--- config.mk ---
export PLATFORM = sky130hd
export DESIGN_NAME = dct_channel
export DESIGN_NICKNAME = d
export VERILOG_FILES = /design/src/shared/dct_pkg.sv /design/src/rtl/dct_channel.sv
export VERILOG_INCLUDE_DIRS = /design/src /design/src/shared
export SDC_FILE = /design/constraint.sdc
export NUM_CORES = 1
export LEC_CHECK = 0
export ABC_AREA = 1
export BUFFER_PORTS_ARGS = -buffer_cell sky130_fd_sc_hd__buf_2
export CAP_MARGIN = 20
export CORE_AREA = 2 2 196 198
export DETAILED_ROUTE_END_ITERATION = 12
export DIE_AREA = 0 0 198 200
export SLEW_MARGIN = 10
export SYNTH_ARGS = -nofsm -noshare
export SYNTH_HDL_FRONTEND = slang
export SYNTH_SLANG_ARGS = --single-unit
export TNS_END_PERCENT = 30
--- constraint.sdc ---
create_clock -name sys_clk -period 4.7 [get_ports sys_clk]
set_input_delay 0 -clock sys_clk [delete_from_list [all_inputs] [get_ports sys_clk]]
set_output_delay 0 -clock sys_clk [all_outputs]
set_load 0.05 [all_outputs]
--- src/shared/dct_defines.svh ---
`ifndef DCT_DEFINES_SVH
`define DCT_DEFINES_SVH

// Register byte addresses
`define DCT_SRC_LOW_ADDR    32'h5000_3610
`define DCT_SRC_HIGH_ADDR   32'h5000_3612
`define DCT_DST_LOW_ADDR    32'h5000_3614
`define DCT_DST_HIGH_ADDR   32'h5000_3616
`define DCT_IRQ_MATCH_ADDR  32'h5000_3618
`define DCT_LEN_ADDR        32'h5000_361a
`define DCT_CTRL_ADDR       32'h5000_361c
`define DCT_INDEX_ADDR      32'h5000_361e
`define DCT_STATUS_ADDR     32'h5000_3620
`define DCT_MASK_ADDR       32'h5000_3622

// Reset value and control write mask
`define DCT_REG_RESET       16'h0000
`define DCT_CTRL_WMASK      16'h3fff

// Control field positions
`define DCT_ON_BIT          0
`define DCT_BW_LSB          1
`define DCT_IRQEN_BIT       3
`define DCT_TRIG_BIT        4
`define DCT_DINC_BIT        5
`define DCT_SINC_BIT        6
`define DCT_CIRC_BIT        7
`define DCT_PRIO_LSB        8
`define DCT_YIELD_BIT       11
`define DCT_FILL_BIT        12
`define DCT_SENSE_BIT       13

// Status bit positions
`define DCT_STS_MATCH       0
`define DCT_STS_DONE        1

`endif

--- src/shared/dct_pkg.sv ---
package dct_pkg;

	typedef enum logic [1:0] {
		IDLE,
		READ,
		WRITE,
		PAUSE
	} dct_state_e;

	typedef struct packed {
		dct_state_e  state;
		logic [15:0] srcLow;
		logic [15:0] srcHigh;
		logic [15:0] dstLow;
		logic [15:0] dstHigh;
		logic [15:0] irqMatch;
		logic [15:0] len;
		logic [15:0] ctrl;
		logic [15:0] idx;
		logic [31:0] fillData;
		logic [1:0]  status;
		logic [1:0]  mask;
		logic [15:0] rdata;
		logic        reqPrev;
		logic        reqPend;
		logic        memReq;
		logic        memWe;
		logic [31:0] memAddr;
		logic [1:0]  memSize;
		logic [31:0] memWdata;
		logic        busLock;
		logic        fillLock;
		logic        irq;
	} dct_regs_s;

endpackage

--- src/rtl/dct_channel.sv ---
// The implementer's own choice: the plain strobed port.
`timescale 1ns/1ps
`include "dct_defines.svh"
module dct_channel
	import dct_pkg::*;
(
	// Clock, reset, enable
	input  wire logic        sys_clk,
	input  wire logic        srst,
	input  wire logic        ce,
	// Register port
	input  wire logic [31:0] regAddr,
	input  wire logic [15:0] regWdata,
	input  wire logic        regWr,
	input  wire logic        regRd,
	output logic      [15:0] regRdata,
	// Peripheral request
	input  wire logic        dmaReq,
	// Memory bus master
	output logic             memReq,
	output logic             memWe,
	output logic      [31:0] memAddr,
	output logic      [1:0]  memSize,
	output logic      [31:0] memWdata,
	input  wire logic        memGnt,
	input  wire logic [31:0] memRdata,
	// Arbitration
	output logic             busLock,
	output logic             fillLock,
	output logic      [2:0]  prioLevel,
	// Interrupt
	output logic             irq
);

	dct_regs_s st;
	dct_regs_s next_st;

	// Item address: base plus index scaled by bus width when incrementing
	function automatic logic [31:0] itemAddr(input logic [31:0] base, input logic inc,
		input logic [15:0] index, input logic [1:0] bw);
		logic [31:0] step;
		step = {16'h0000, index} << bw;
		itemAddr = inc ? base + step : base;
	endfunction

	// First access of an item: fill mode fetches only for item zero
	function automatic dct_state_e firstState(input logic fill, input logic [15:0] index);
		firstState = (fill && (index != 16'h0000)) ? WRITE : READ;
	endfunction

	// Index-match event of a store; the index compared is the one before it advances
	function automatic logic matchEvent(input logic [15:0] index, input logic [15:0] match, input logic en);
		matchEvent = (index == match) && en;
	endfunction

	logic ctrlWr;
	logic ctrlWrOn;
	logic trig;
	logic reqOk;
	logic yieldEff;
	logic lastItem;
	logic circEff;
	assign ctrlWr   = regWr && (regAddr == `DCT_CTRL_ADDR);
	assign ctrlWrOn = regWdata[`DCT_ON_BIT];
	assign trig     = st.ctrl[`DCT_TRIG_BIT];
	assign reqOk    = st.ctrl[`DCT_SENSE_BIT] ? st.reqPend : dmaReq;
	assign yieldEff = st.ctrl[`DCT_YIELD_BIT] && !trig;
	assign lastItem = (st.idx == st.len);
	// Circular only counts when request paced
	assign circEff  = st.ctrl[`DCT_CIRC_BIT] && trig;

	// Next-state logic for the whole channel
	always_comb begin
		next_st = st;
		next_st.reqPrev = dmaReq;

		case (st.state)
			IDLE: begin
				if (st.ctrl[`DCT_ON_BIT] && (!trig || reqOk)) begin
					next_st.reqPend = 1'b0;
					next_st.state = firstState(st.ctrl[`DCT_FILL_BIT], st.idx);
				end
			end
			READ: begin
				if (memGnt) begin
					next_st.fillData = memRdata;
					next_st.state    = WRITE;
				end
			end
			WRITE: begin
				if (memGnt) begin
					if (matchEvent(st.idx, st.irqMatch, st.ctrl[`DCT_IRQEN_BIT]))
						next_st.status[`DCT_STS_MATCH] = 1'b1;
					if (lastItem) begin
						next_st.idx = 16'h0000;
						next_st.status[`DCT_STS_DONE] = 1'b1;
						if (!circEff)
							next_st.ctrl[`DCT_ON_BIT] = 1'b0;
					end else begin
						next_st.idx = st.idx + 16'h0001;
					end
					// unpaced items follow back to back, no idle bubble
					if (yieldEff)
						next_st.state = PAUSE;
					else if (!lastItem && !trig)
						next_st.state = firstState(st.ctrl[`DCT_FILL_BIT], next_st.idx);
					else
						next_st.state = IDLE;
				end
			end
			PAUSE: begin
				// exactly one free bus cycle, then the next item
				// Going through IDLE here would cost a second free cycle
				if (st.ctrl[`DCT_ON_BIT] && !trig)
					next_st.state = firstState(st.ctrl[`DCT_FILL_BIT], st.idx);
				else
					next_st.state = IDLE;
			end
			default: begin
				next_st.state = IDLE;
			end
		endcase

		// Edge capture; set wins over the clear at start of item
		// rising edge pending
		if (dmaReq && !st.reqPrev)
			next_st.reqPend = 1'b1;

		// Register writes; status clears first so a fresh event survives
		if (regWr) begin
			case (regAddr)
				`DCT_SRC_LOW_ADDR:   next_st.srcLow = regWdata;
				`DCT_SRC_HIGH_ADDR:  next_st.srcHigh = regWdata;
				`DCT_DST_LOW_ADDR:   next_st.dstLow = regWdata;
				`DCT_DST_HIGH_ADDR:  next_st.dstHigh = regWdata;
				`DCT_IRQ_MATCH_ADDR: next_st.irqMatch = regWdata;
				`DCT_LEN_ADDR:       next_st.len = regWdata;
				`DCT_CTRL_ADDR:      next_st.ctrl = regWdata & `DCT_CTRL_WMASK;
				`DCT_STATUS_ADDR:    next_st.status = st.status & ~regWdata[1:0];
				`DCT_MASK_ADDR:      next_st.mask = regWdata[1:0];
				default:             next_st.srcLow = next_st.srcLow;
			endcase
		end
		if (regWr && (regAddr == `DCT_STATUS_ADDR)) begin
			if (st.state == WRITE && memGnt) begin
				if (matchEvent(st.idx, st.irqMatch, st.ctrl[`DCT_IRQEN_BIT]))
					next_st.status[`DCT_STS_MATCH] = 1'b1;
				if (lastItem)
					next_st.status[`DCT_STS_DONE] = 1'b1;
			end
		end

		// Switching off aborts and rewinds the index
		if (ctrlWr && !ctrlWrOn) begin
			next_st.state = IDLE;
			next_st.idx   = 16'h0000;
		end

		// Read data, one cycle after the strobe
		next_st.rdata = 16'h0000;
		if (regRd) begin
			case (regAddr)
				`DCT_SRC_LOW_ADDR:   next_st.rdata = st.srcLow;
				`DCT_SRC_HIGH_ADDR:  next_st.rdata = st.srcHigh;
				`DCT_DST_LOW_ADDR:   next_st.rdata = st.dstLow;
				`DCT_DST_HIGH_ADDR:  next_st.rdata = st.dstHigh;
				`DCT_IRQ_MATCH_ADDR: next_st.rdata = st.irqMatch;
				`DCT_LEN_ADDR:       next_st.rdata = st.len;
				`DCT_CTRL_ADDR:      next_st.rdata = st.ctrl;
				`DCT_INDEX_ADDR:     next_st.rdata = st.idx;
				`DCT_STATUS_ADDR:    next_st.rdata = {14'h0000, st.status};
				`DCT_MASK_ADDR:      next_st.rdata = {14'h0000, st.mask};
				default:             next_st.rdata = 16'h0000;
			endcase
		end

		// Bus outputs follow the next state so they leave flip-flops
		next_st.memReq  = (next_st.state == READ) || (next_st.state == WRITE);
		next_st.memWe   = (next_st.state == WRITE);
		next_st.memSize = next_st.ctrl[`DCT_BW_LSB +: 2];
		if (next_st.state == WRITE)
			next_st.memAddr = itemAddr({next_st.dstHigh, next_st.dstLow},
				next_st.ctrl[`DCT_DINC_BIT], next_st.idx, next_st.memSize);
		else
			next_st.memAddr = itemAddr({next_st.srcHigh, next_st.srcLow},
				next_st.ctrl[`DCT_SINC_BIT], next_st.idx, next_st.memSize);
		// every store repeats the first fetch in fill mode
		next_st.memWdata = next_st.fillData;
		next_st.busLock = next_st.ctrl[`DCT_ON_BIT] && (next_st.state != IDLE) &&
			!(next_st.ctrl[`DCT_YIELD_BIT] && !next_st.ctrl[`DCT_TRIG_BIT]);
		next_st.fillLock = next_st.ctrl[`DCT_ON_BIT] && next_st.ctrl[`DCT_FILL_BIT];
		next_st.irq      = |(next_st.status & next_st.mask);
	end

	// One register for all state; clock enable freezes everything but the synchronous reset
	always_ff @(posedge sys_clk) begin
		if (srst) begin
			st <= '0;
		end else if (ce) begin
			st <= next_st;
		end
	end

	// Ports come straight from the state register
	assign regRdata  = st.rdata;
	assign memReq    = st.memReq;
	assign memWe     = st.memWe;
	assign memAddr   = st.memAddr;
	assign memSize   = st.memSize;
	assign memWdata  = st.memWdata;
	assign busLock   = st.busLock;
	assign fillLock  = st.fillLock;
	assign prioLevel = st.ctrl[`DCT_PRIO_LSB +: 3];
	assign irq       = st.irq;
endmodule // dct_channel

==> results of run 1 <==
==> power by group <==
group          internal (W)  switching, W
combinational      0.000432      0.000824
sequential          0.00193     0.0000509
clock               0.00117      0.000910
==> flip-flops by register name, summed over array words and instances (netlist names) <==
signal	count
busLock	1
fillLock	1
irq	1
memAddr	32
memReq	1
memWdata	32
memWe	1
prioLevel	3
regRdata	16
st	131
==> final cells by class <==
cell class	instances	share of cell area (%)
inverters	337	6.63
multi-input cells	1761	48.7
clock buffers	30	3.58
repair buffers	391	13.9
clock inverters	17	0.908
well taps	511	3.34
flip-flops and latches	219	22.9
==> cells by family (layout without fill, tap and decap cells) <==
family / Yosys count / in the layout / share of synthesized area, %
xor gates and xnor gates: 26 / 26 / 1.43
adders and majority gates: 42 / 42 / 3.30
AOI/OAI and AO/OA: 691 / 691 / 24.2
DFF: 219 / 219 / 27.5
buffers and inverters: 545 / 775 / 15.2
and+or+nand+nor: 1002 / 1002 / 28.3
==> per-layer routing <==
layer,wire (um),vias up
li1,-,8786
met1,28800,8335
met2,29300,786
met3,5390,148
met4,3550,0
met5,0,-
==> worst min path at each step <==
stage,slack (ns),start,cells after the start,endpoint
2_1_floorplan,0.15,regWdata[2],2,st[159]
4_1_cts,0.02,regAddr[4],6,st[89]
6_report,0.03,regAddr[4],6,st[89]
5_1_grt,0.10,regAddr[4],6,st[89]
3_3_place_gp,0.27,memRdata[19],3,memWdata[19]
3_5_place_dp,0.28,memRdata[20],3,memWdata[20]
==> cells in the final DEF, fill, tap and decap left out, types with 13 or more instances in the layout <==
master / count
dfxtp_1: 213
nand2_4: 14
inv_1: 313
buf_4: 158
inv_2: 21
nor2_1: 208
nand2_1: 464
nand3_2: 16
clkbuf_16: 26
o21ai_2: 16
nand2_2: 23
dlygate4sd3_1: 54
nand3b_1: 13
o22ai_1: 40
nand3_1: 163
nand4_1: 27
o21ai_1: 35
a21oi_1: 263
o221ai_1: 16
nor3_1: 34
buf_2: 174
a211oi_1: 35
nor2_2: 14
o21ai_0: 224
xor2_1: 21
ha_1: 32
==> metrics by stage <==
stage          utilization [%]  total power (W)  instance area (um^2)  hold slack [ns]
2_1_floorplan                -          0.00274                 15900            0.149
3_3_place_gp              46.8          0.00318                 17500            0.274
3_5_place_dp              46.8          0.00318                 17500            0.277
4_1_cts                   50.6          0.00529                 18900           0.0169
5_1_grt                   51.2          0.00551                 19100            0.103
6_report                  51.2          0.00532                 19100           0.0297
==> Yosys cell counts (2+ instances only) <==
cell type,instances
a31oi_1,8
o2111ai_1,4
ha_1,42
a2111oi_0,7
nand4_2,2
inv_2,19
a221oi_1,7
o22ai_1,40
o21a_1,8
buf_6,5
nor2_2,8
or2_0,3
o21ai_2,8
clkbuf_1,96
o211ai_1,9
nand3_1,163
nand2_2,21
nand4_1,27
o21ai_1,29
xor2_1,21
nand3b_1,13
buf_2,12
nor2_4,2
a32o_1,2
nor3b_1,2
nand2_1,466
a211oi_1,35
nand2_4,14
nand3_2,16
xnor2_1,5
o21ai_0,238
nor3_1,36
buf_1,8
a21oi_1,271
inv_1,314
o221ai_1,17
clkinv_2,2
nor2_1,214
buf_4,87
dfxtp_1,219
nor4_1,11
==> worst max-delay path, delay by kind of cell (launching register included) <==
family / cells / cell delay (ns)
compound gates: 5 / 0.86
buf+inv: 6 / 0.70
flops: 1 / 0.47
fa+ha+maj: 1 / 0.34
simple gates: 20 / 1.91
==> timing repair <==
item / CTS / global route
setup endpoints to repair: 0 / 21
hold endpoints to repair: 130 / 0
setup buffers: 0 / 6
resized for setup: 0 / 60
hold buffers: 54 / 0
==> flow_metrics.env, run 1 <==
export IMPL_ff_latch_area_um2=4390
export IMPL_cts_tree="yes"
export IMPL_grtUsageMet3_pct=4.69
export IMPL_power_leakage_nw=8.91
export IMPL_final_cells=3266
export IMPL_max_cap_violations=0
export IMPL_remaining_drc_errors=0
export IMPL_grt_max_degree=114
export IMPL_grt_pass1_wl_um=98800
export IMPL_synth_area_um2=15900
export IMPL_maxSlewHeadroom_pct=30.2
export IMPL_dp_cells=3159
export IMPL_tightest_slew_ns=1.04
export IMPL_place_congestion=0.980
export IMPL_drive_gt1_share_pct=19.2
export IMPL_root_buffer="clkbuf_16"
export IMPL_outcome="complete, no violations"
export IMPL_r2r_slack_ns=0.32
export IMPL_finalSetupTns_ns=0
export IMPL_use_met1_pct=44.1
export IMPL_coreArea_um2=37400
export IMPL_detailroute_via_count=18100
export IMPL_fmax_mhz=228
export IMPL_drtIter0Drc=1552
export IMPL_slowest_delay_ns=0.47
export IMPL_required_ns=5.16
export IMPL_rsz0062_at_grt="false"
export IMPL_cp_common_cell="nand2_1"
export IMPL_min_period_ns=4.38
export IMPL_htreeDepth=1
export IMPL_ant_nets=0
export IMPL_ys_seq_area_share_pct=27.5
export IMPL_multiInputGateArea_um2=9320
export IMPL_synthFlopType="dfxtp_1"
export IMPL_syn2layout_area_growth_pct=20.1
export IMPL_fin_nets=2865
export IMPL_grt_util_met2_pct=53.3
export IMPL_clkTransAtPathRegs_ns=0.07
export IMPL_power_density_nw_per_um2=278
export IMPL_synth_edf_count=0
export IMPL_initial_core_util_pct=42.6
export IMPL_clock_latency_ns=0.58
export IMPL_place_ws_ns=0.101
export IMPL_finalHoldViolations=0
export IMPL_die_height_um=200
export IMPL_n_fill_cell=3853
export IMPL_antenna_found_initial=1
export IMPL_rows=71
export IMPL_synth_area_per_cell_um2=6.31
export IMPL_pin_count=177
export IMPL_routed_wirelength_um=67100
export IMPL_yosys_area_top_type="dfxtp_1"
export IMPL_wl_per_cell_um=20.6
export IMPL_worst_slack_ns=0.323
export IMPL_via_per_inst=5.53
export IMPL_finClkSkew_ns=0.0244
export IMPL_synthesis_nets=2654
export IMPL_cts_sinks=219
export IMPL_die_w_um=198
export IMPL_yosys_register_bits=219
export IMPL_irDropWorstVdd_uv=259
export IMPL_grt_overflow=0
export IMPL_drv_slew=0
export IMPL_regToRegEndpoint="memAddr[27]"
export IMPL_top_usage_layer="met2"
export IMPL_dp_hpwl_um=50800
export IMPL_finalCritPeriodShare_pct=93.1
export IMPL_end_kind="flop"
export IMPL_grt_usage_pct=33.1
export IMPL_r2r_start="st[140]"
export IMPL_first_pass_iters=6
export IMPL_ys_warn_count=0
export IMPL_setup_viol=0
export IMPL_synth_area_leaders="dfxtp_1 (28%), nand2_1 (11%), a21oi_1 (8.5%)"
export IMPL_diodes=0
export IMPL_cts_buffer_depth=3
export IMPL_yosysUniqueCellTypes=55
export IMPL_worstSetupStartpoint="st[140]"
export IMPL_path_class="flop to flop"
export IMPL_synthArstFlopShare_pct=0
export IMPL_reg2reg_depth=32
export IMPL_worstHoldPathType="input port to flop"
export IMPL_io_buffers=176
export IMPL_synth_top_area_share_pct=27.5
export IMPL_crit_fanout=5
export IMPL_endpoint="memAddr[27]"
export IMPL_dieArea_um2=39600
export IMPL_cts_buffers=26
export IMPL_grt_pass1_vias=16500
export IMPL_arrival_ns=4.84
export IMPL_crit_path_start_kind="flop"
export IMPL_syn_instance_count=2525
export IMPL_critPathSlowestCell="dfxtp_1"
No activity file was read; power rests on OpenSTA's default activity.
==> inputs of run 2 (changes only) <==
CORE_AREA = 2 2 203 205   (was 2 2 196 198)
DIE_AREA = 0 0 205 207   (was 0 0 198 200)
==> flow_metrics.env, run 2 (same netlist as run 1, synthesis figures left out) <==
export IMPL_fmax_mhz=231
export IMPL_clkTransAtPathRegs_ns=0.06
export IMPL_path_class="flop to flop"
export IMPL_setup_viol=0
export IMPL_final_cell_mix="nand2_1 (464), inv_1 (313), a21oi_1 (264)"
export IMPL_final_cells=3328
export IMPL_irDropWorstVdd_uv=262
export IMPL_htreeDepth=1
export IMPL_ant_nets=0
export IMPL_coreArea_um2=40400
export IMPL_endpoint="memAddr[22]"
export IMPL_r2r_start="st[140]"
export IMPL_drive_gt1_share_pct=19.2
export IMPL_cts_sinks=219
export IMPL_r2r_slack_ns=0.37
export IMPL_drv_slew=0
export IMPL_arrival_ns=4.81
export IMPL_critPathSlowestCell="ha_1"
export IMPL_root_buffer="clkbuf_16"
export IMPL_diodes=0
export IMPL_grt_max_degree=91
export IMPL_p_int_w=0.00359
export IMPL_dieArea_um2=42400
export IMPL_regToRegEndpoint="memAddr[22]"
export IMPL_place_congestion=0.990
export IMPL_netSwitchingFraction_pct=33.2
export IMPL_grt_pass1_vias=17300
export IMPL_p_seq_share_pct=36.9
export IMPL_cp_depth=31
export IMPL_layout_commonest_cell="nand2_1"
export IMPL_top_register="st"
export IMPL_p_comb_share_pct=23.6
export IMPL_placed_area_um2=17700
export IMPL_worstSetupStartpoint="st[140]"
export IMPL_finalHoldViolations=0
export IMPL_reg2reg_depth=31
export IMPL_cts_tree="yes"
export IMPL_min_period_ns=4.33
export IMPL_crit_path_start_kind="flop"
export IMPL_first_pass_iters=6
export IMPL_cts_buffer_depth=3
export IMPL_cp_common_cell="nand2_1"
export IMPL_drtIter0Drc=1792
export IMPL_path_delay_family="simple AND/OR/NAND/NOR gates"
export IMPL_finalCritPeriodShare_pct=92.0
export IMPL_power_leakage_nw=9.20
export IMPL_max_cap_violations=0
export IMPL_p_clk_share_pct=39.5
export IMPL_finClkSkew_ns=0.0187
export IMPL_die_height_um=207
export IMPL_routed_wirelength_um=68500
export IMPL_syn2layout_area_growth_pct=22.4
export IMPL_cts_buffers=27
export IMPL_worstHoldPathType="input port to flop"
export IMPL_io_buffers=176
export IMPL_wl_per_cell_um=20.6
export IMPL_grt_pass1_wl_um=103000
export IMPL_required_ns=5.19
export IMPL_antenna_found_initial=2
export IMPL_net_switching_power_w=0.00179
export IMPL_remaining_drc_errors=0
export IMPL_crit_buf_inv=5
export IMPL_grt_overflow=0
export IMPL_fin_nets=2906
export IMPL_die_w_um=205
export IMPL_finalSetupTns_ns=0
export IMPL_crit_fanout=6
export IMPL_tightest_slew_ns=1.21
export IMPL_detailroute_via_count=18200
export IMPL_initial_core_util_pct=39.5
export IMPL_via_per_inst=5.48
export IMPL_grt_usage_pct=31.7
export IMPL_clock_latency_ns=0.59
export IMPL_design_area_um2=19500
export IMPL_dp_cells=3198
export IMPL_outcome="complete, no violations"
export IMPL_slowest_delay_ns=0.42
export IMPL_rows=74
export IMPL_end_kind="flop"
export IMPL_pin_count=177
export IMPL_largest_reg_flops=131
export IMPL_dp_hpwl_um=52300
export IMPL_maxSlewHeadroom_pct=18.9
export IMPL_power_density_nw_per_um2=276
-- run 2: cell types whose count changed in the layout (fill, tap and decap cells not counted), moves of 3 or more --
cell	change
dlygate4sd3_1	+24
buf_4	+17
clkinvlp_4	-5
clkinv_2	+4
ha_4	-4
nor2_2	-3
o21ai_1	+3
o21ai_2	-3
-- run 2: how the worst min path moves through the flow --
| stage | startpoint | endpoint | slack (ns) | depth (start not counted) |
|---|---|---|---|---|
| after floorplan | regWdata[2] | st[159] | 0.15 | 2 |
| after global placement | memRdata[12] | memWdata[12] | 0.27 | 3 |
| after detailed placement | memRdata[7] | memWdata[7] | 0.28 | 3 |
| after CTS | regAddr[4] | st[89] | 0.002 | 6 |
| after global routing | ce | st[90] | 0.07 | 2 |
| final | ce | st[89] | 0.02 | 2 |
-- run 2: layer usage --
layer | GRT usage, % | share of wire (%)
met1 | 43.4 | 44
met2 | 50.1 | 44
met3 | 4.36 | 7.0
met4 | 12.5 | 4.3
met5 | 0 | 0
-- run 2: power by group through the flow --
stage | sequential (W) | combinational (W) | clock, W
floorplan | 0.00201 | 0.000731 | 0
global placement | 0.00202 | 0.00118 | 0
detailed placement | 0.00202 | 0.00119 | 0
CTS | 0.00198 | 0.00123 | 0.00215
global route | 0.00199 | 0.00138 | 0.00222
finish | 0.00198 | 0.00127 | 0.00213
-- run 2: area by class of cell --
class / count / area [um^2]
Timing Repair Buffer: 431 / 3030
Sequential cell: 219 / 4390
Clock buffer: 34 / 732
Clock inverter: 14 / 143
Fill cell: 4199 / 20900
Multi-Input combinational cell: 1761 / 9270
Inverter: 337 / 1270
Tap cell: 532 / 666
-- run 2: metrics by stage --
stage / hold slack [ns] / util (%) / total power (W) / worst slack (ns)
after CTS: 0.00214 / 47.9 / 0.00537 / 0.123
final: 0.0180 / 48.3 / 0.00538 / 0.375
after global placement: 0.274 / 43.8 / 0.00320 / 0.189
after floorplan: 0.149 / - / 0.00274 / 0.964
after detailed placement: 0.280 / 43.8 / 0.00321 / 0.136
after global routing: 0.0665 / 48.3 / 0.00559 / -0.00485
-- run 2: worst register-to-register path, delay by kind of cell, from the launching register on --
family,cells,cell delay [ns]
and+or+nand+nor,21,2.13
buffers and inverters,5,0.65
AOI/OAI and AO/OA,4,0.61
DFF,1,0.39
adders and majority gates,1,0.42
-- run 2: timing repair --
item,CTS,global route
setup endpoints to repair,0,20
hold buffers,78,0
hold endpoints to repair,130,0
gates resized for setup,0,48
buffers inserted,0,3
==> inputs of run 3 (changes only) <==
clock period = 4.05 ns   (was 4.7 ns; I/O delays follow)
==> flow_metrics.env, run 3 (same netlist as run 1, synthesis figures left out) <==
export IMPL_outcome="complete, no violations"
export IMPL_root_buffer="clkbuf_16"
export IMPL_cts_tree="yes"
export IMPL_arrival_ns=4.35
export IMPL_crit_fanout=6
export IMPL_fin_nets=3048
export IMPL_required_ns=4.55
export IMPL_irDropWorstVdd_uv=303
export IMPL_power_density_nw_per_um2=308
export IMPL_finalCritPeriodShare_pct=95.2
export IMPL_antenna_found_initial=3
export IMPL_routed_wirelength_um=71600
export IMPL_syn2layout_area_growth_pct=36.2
export IMPL_clkTransAtPathRegs_ns=0.06
export IMPL_dieArea_um2=42400
export IMPL_dp_cells=3342
export IMPL_largest_reg_flops=131
export IMPL_finClkSkew_ns=0.0312
export IMPL_htreeDepth=1
export IMPL_clock_latency_ns=0.60
export IMPL_tightest_slew_ns=1.12
export IMPL_setup_viol=0
export IMPL_pin_count=177
export IMPL_wl_per_cell_um=20.6
export IMPL_finalHoldViolations=0
export IMPL_worstHoldPathType="input port to flop"
export IMPL_ant_nets=0
export IMPL_top_register="st"
export IMPL_power_leakage_nw=9.97
export IMPL_worst_slack_ns=0.194
export IMPL_grt_pass1_wl_um=107000
export IMPL_crit_path_start_kind="flop"
export IMPL_grt_pass1_vias=17700
export IMPL_dp_hpwl_um=53600
export IMPL_maxSlewHeadroom_pct=25.1
export IMPL_cts_buffer_depth=3
export IMPL_detailroute_via_count=19000
export IMPL_path_class="flop to flop"
export IMPL_cts_buffers=27
export IMPL_finalPower_w=0.00669
export IMPL_via_per_inst=5.47
export IMPL_fmax_mhz=259
export IMPL_final_core_util_pct=53.8
export IMPL_grt_usage_pct=32.7
export IMPL_drtIter0Drc=1887
export IMPL_first_pass_iters=5
export IMPL_placed_area_um2=18800
export IMPL_critPathSlowestCell="dfxtp_4"
export IMPL_place_ws_ns=-0.314
export IMPL_layout_commonest_cell="nand2_1"
export IMPL_drive_gt1_share_pct=30.9
export IMPL_rsz0062_at_grt="true"
export IMPL_place_congestion=1.01
export IMPL_slowest_delay_ns=0.36
export IMPL_initial_core_util_pct=39.5
export IMPL_rows=74
export IMPL_final_cells=3472
export IMPL_io_buffers=176
export IMPL_design_area_um2=21700
export IMPL_drv_slew=0
export IMPL_grt_overflow=0
export IMPL_grt_max_degree=155
export IMPL_remaining_drc_errors=0
export IMPL_final_cell_mix="nand2_1 (425), buf_4 (327), inv_1 (295)"
export IMPL_diodes=0
export IMPL_max_cap_violations=0
export IMPL_die_w_um=205
export IMPL_coreArea_um2=40400
export IMPL_ff_latch_area_um2=4410
export IMPL_die_height_um=207
export IMPL_min_period_ns=3.86
export IMPL_multiInputGateArea_um2=10300
export IMPL_cts_sinks=219
export IMPL_end_kind="flop"
export IMPL_n_fill_cell=4011
-- run 3: cell count changes in the layout (fill, tap and decap cells not counted), moves of 18 or more --
cell / delta
buf_4: +152
a21oi_2: +36
dlygate4sd3_1: -25
ha_4: +24
a21oi_1: -40
ha_1: -22
nand2_2: +35
o21ai_0: -32
inv_1: -18
nand2_1: -39
o21ai_2: +22
nor2_1: -18
-- run 3: through the flow --
stage / hold slack [ns] / TNS (ns)
after CTS: 0.00631 / 0
final: 0.0436 / 0
after global routing: 0.0712 / -1.14
after detailed placement: 0.281 / -3.85
after global placement: 0.274 / -3.12
after floorplan: 0.149 / 0
-- run 3: worst paths after layout --
kind / from / end / slack, ns / cells after the start
min: regAddr[4] / st[89] / 0.04 / 6
min reg2reg: memWdata[2] / memWdata[2] / 0.46 / 2
max: st[127] / memAddr[22] / 0.19 / 32
max reg2reg: st[127] / memAddr[22] / 0.19 / 32
-- run 3: metal layers --
layer | part of all wire, % | global-route usage [%] | vias up
met2 | 46 | 53.4 | 778
met5 | 0.018 | 0 | -
met1 | 42 | 43.7 | 8925
li1 | - | - | 9130
met3 | 7.2 | 4.66 | 161
met4 | 4.5 | 12.0 | 2
-- run 3: where the power goes --
part           internal (W)  leakage (nW)  total, W  switching [W]
logic              0.000705          7.72   0.00180        0.00109
registers           0.00224          1.79   0.00230      0.0000562
clock network       0.00152         0.463   0.00259        0.00108
-- run 3: worst max-delay path, delay by kind of cell, from the launching register on --
kind,cells,cell delay [ns]
xor+xnor,1,0.15
compound gates,4,0.52
buf+inv,8,0.89
simple gates,18,1.70
flops,1,0.36
fa+ha+maj,1,0.14
-- run 3: area by class of cell --
cell class,instances,share of cell area [%]
Multi-Input combinational cell,1761,47.4
Tap cell,532,3.07
Clock inverter,16,0.859
Clock buffer,34,3.46
Sequential cell,219,20.3
Timing Repair Buffer,573,19.0
Inverter,337,5.87
-- run 3: timing repair --
action	4_1_cts	5_1_grt
setup endpoints to repair	21	33
hold buffers	53	0
setup buffers	10	18
resized for setup	64	265
hold endpoints to repair	139	0
pin swaps	24	93
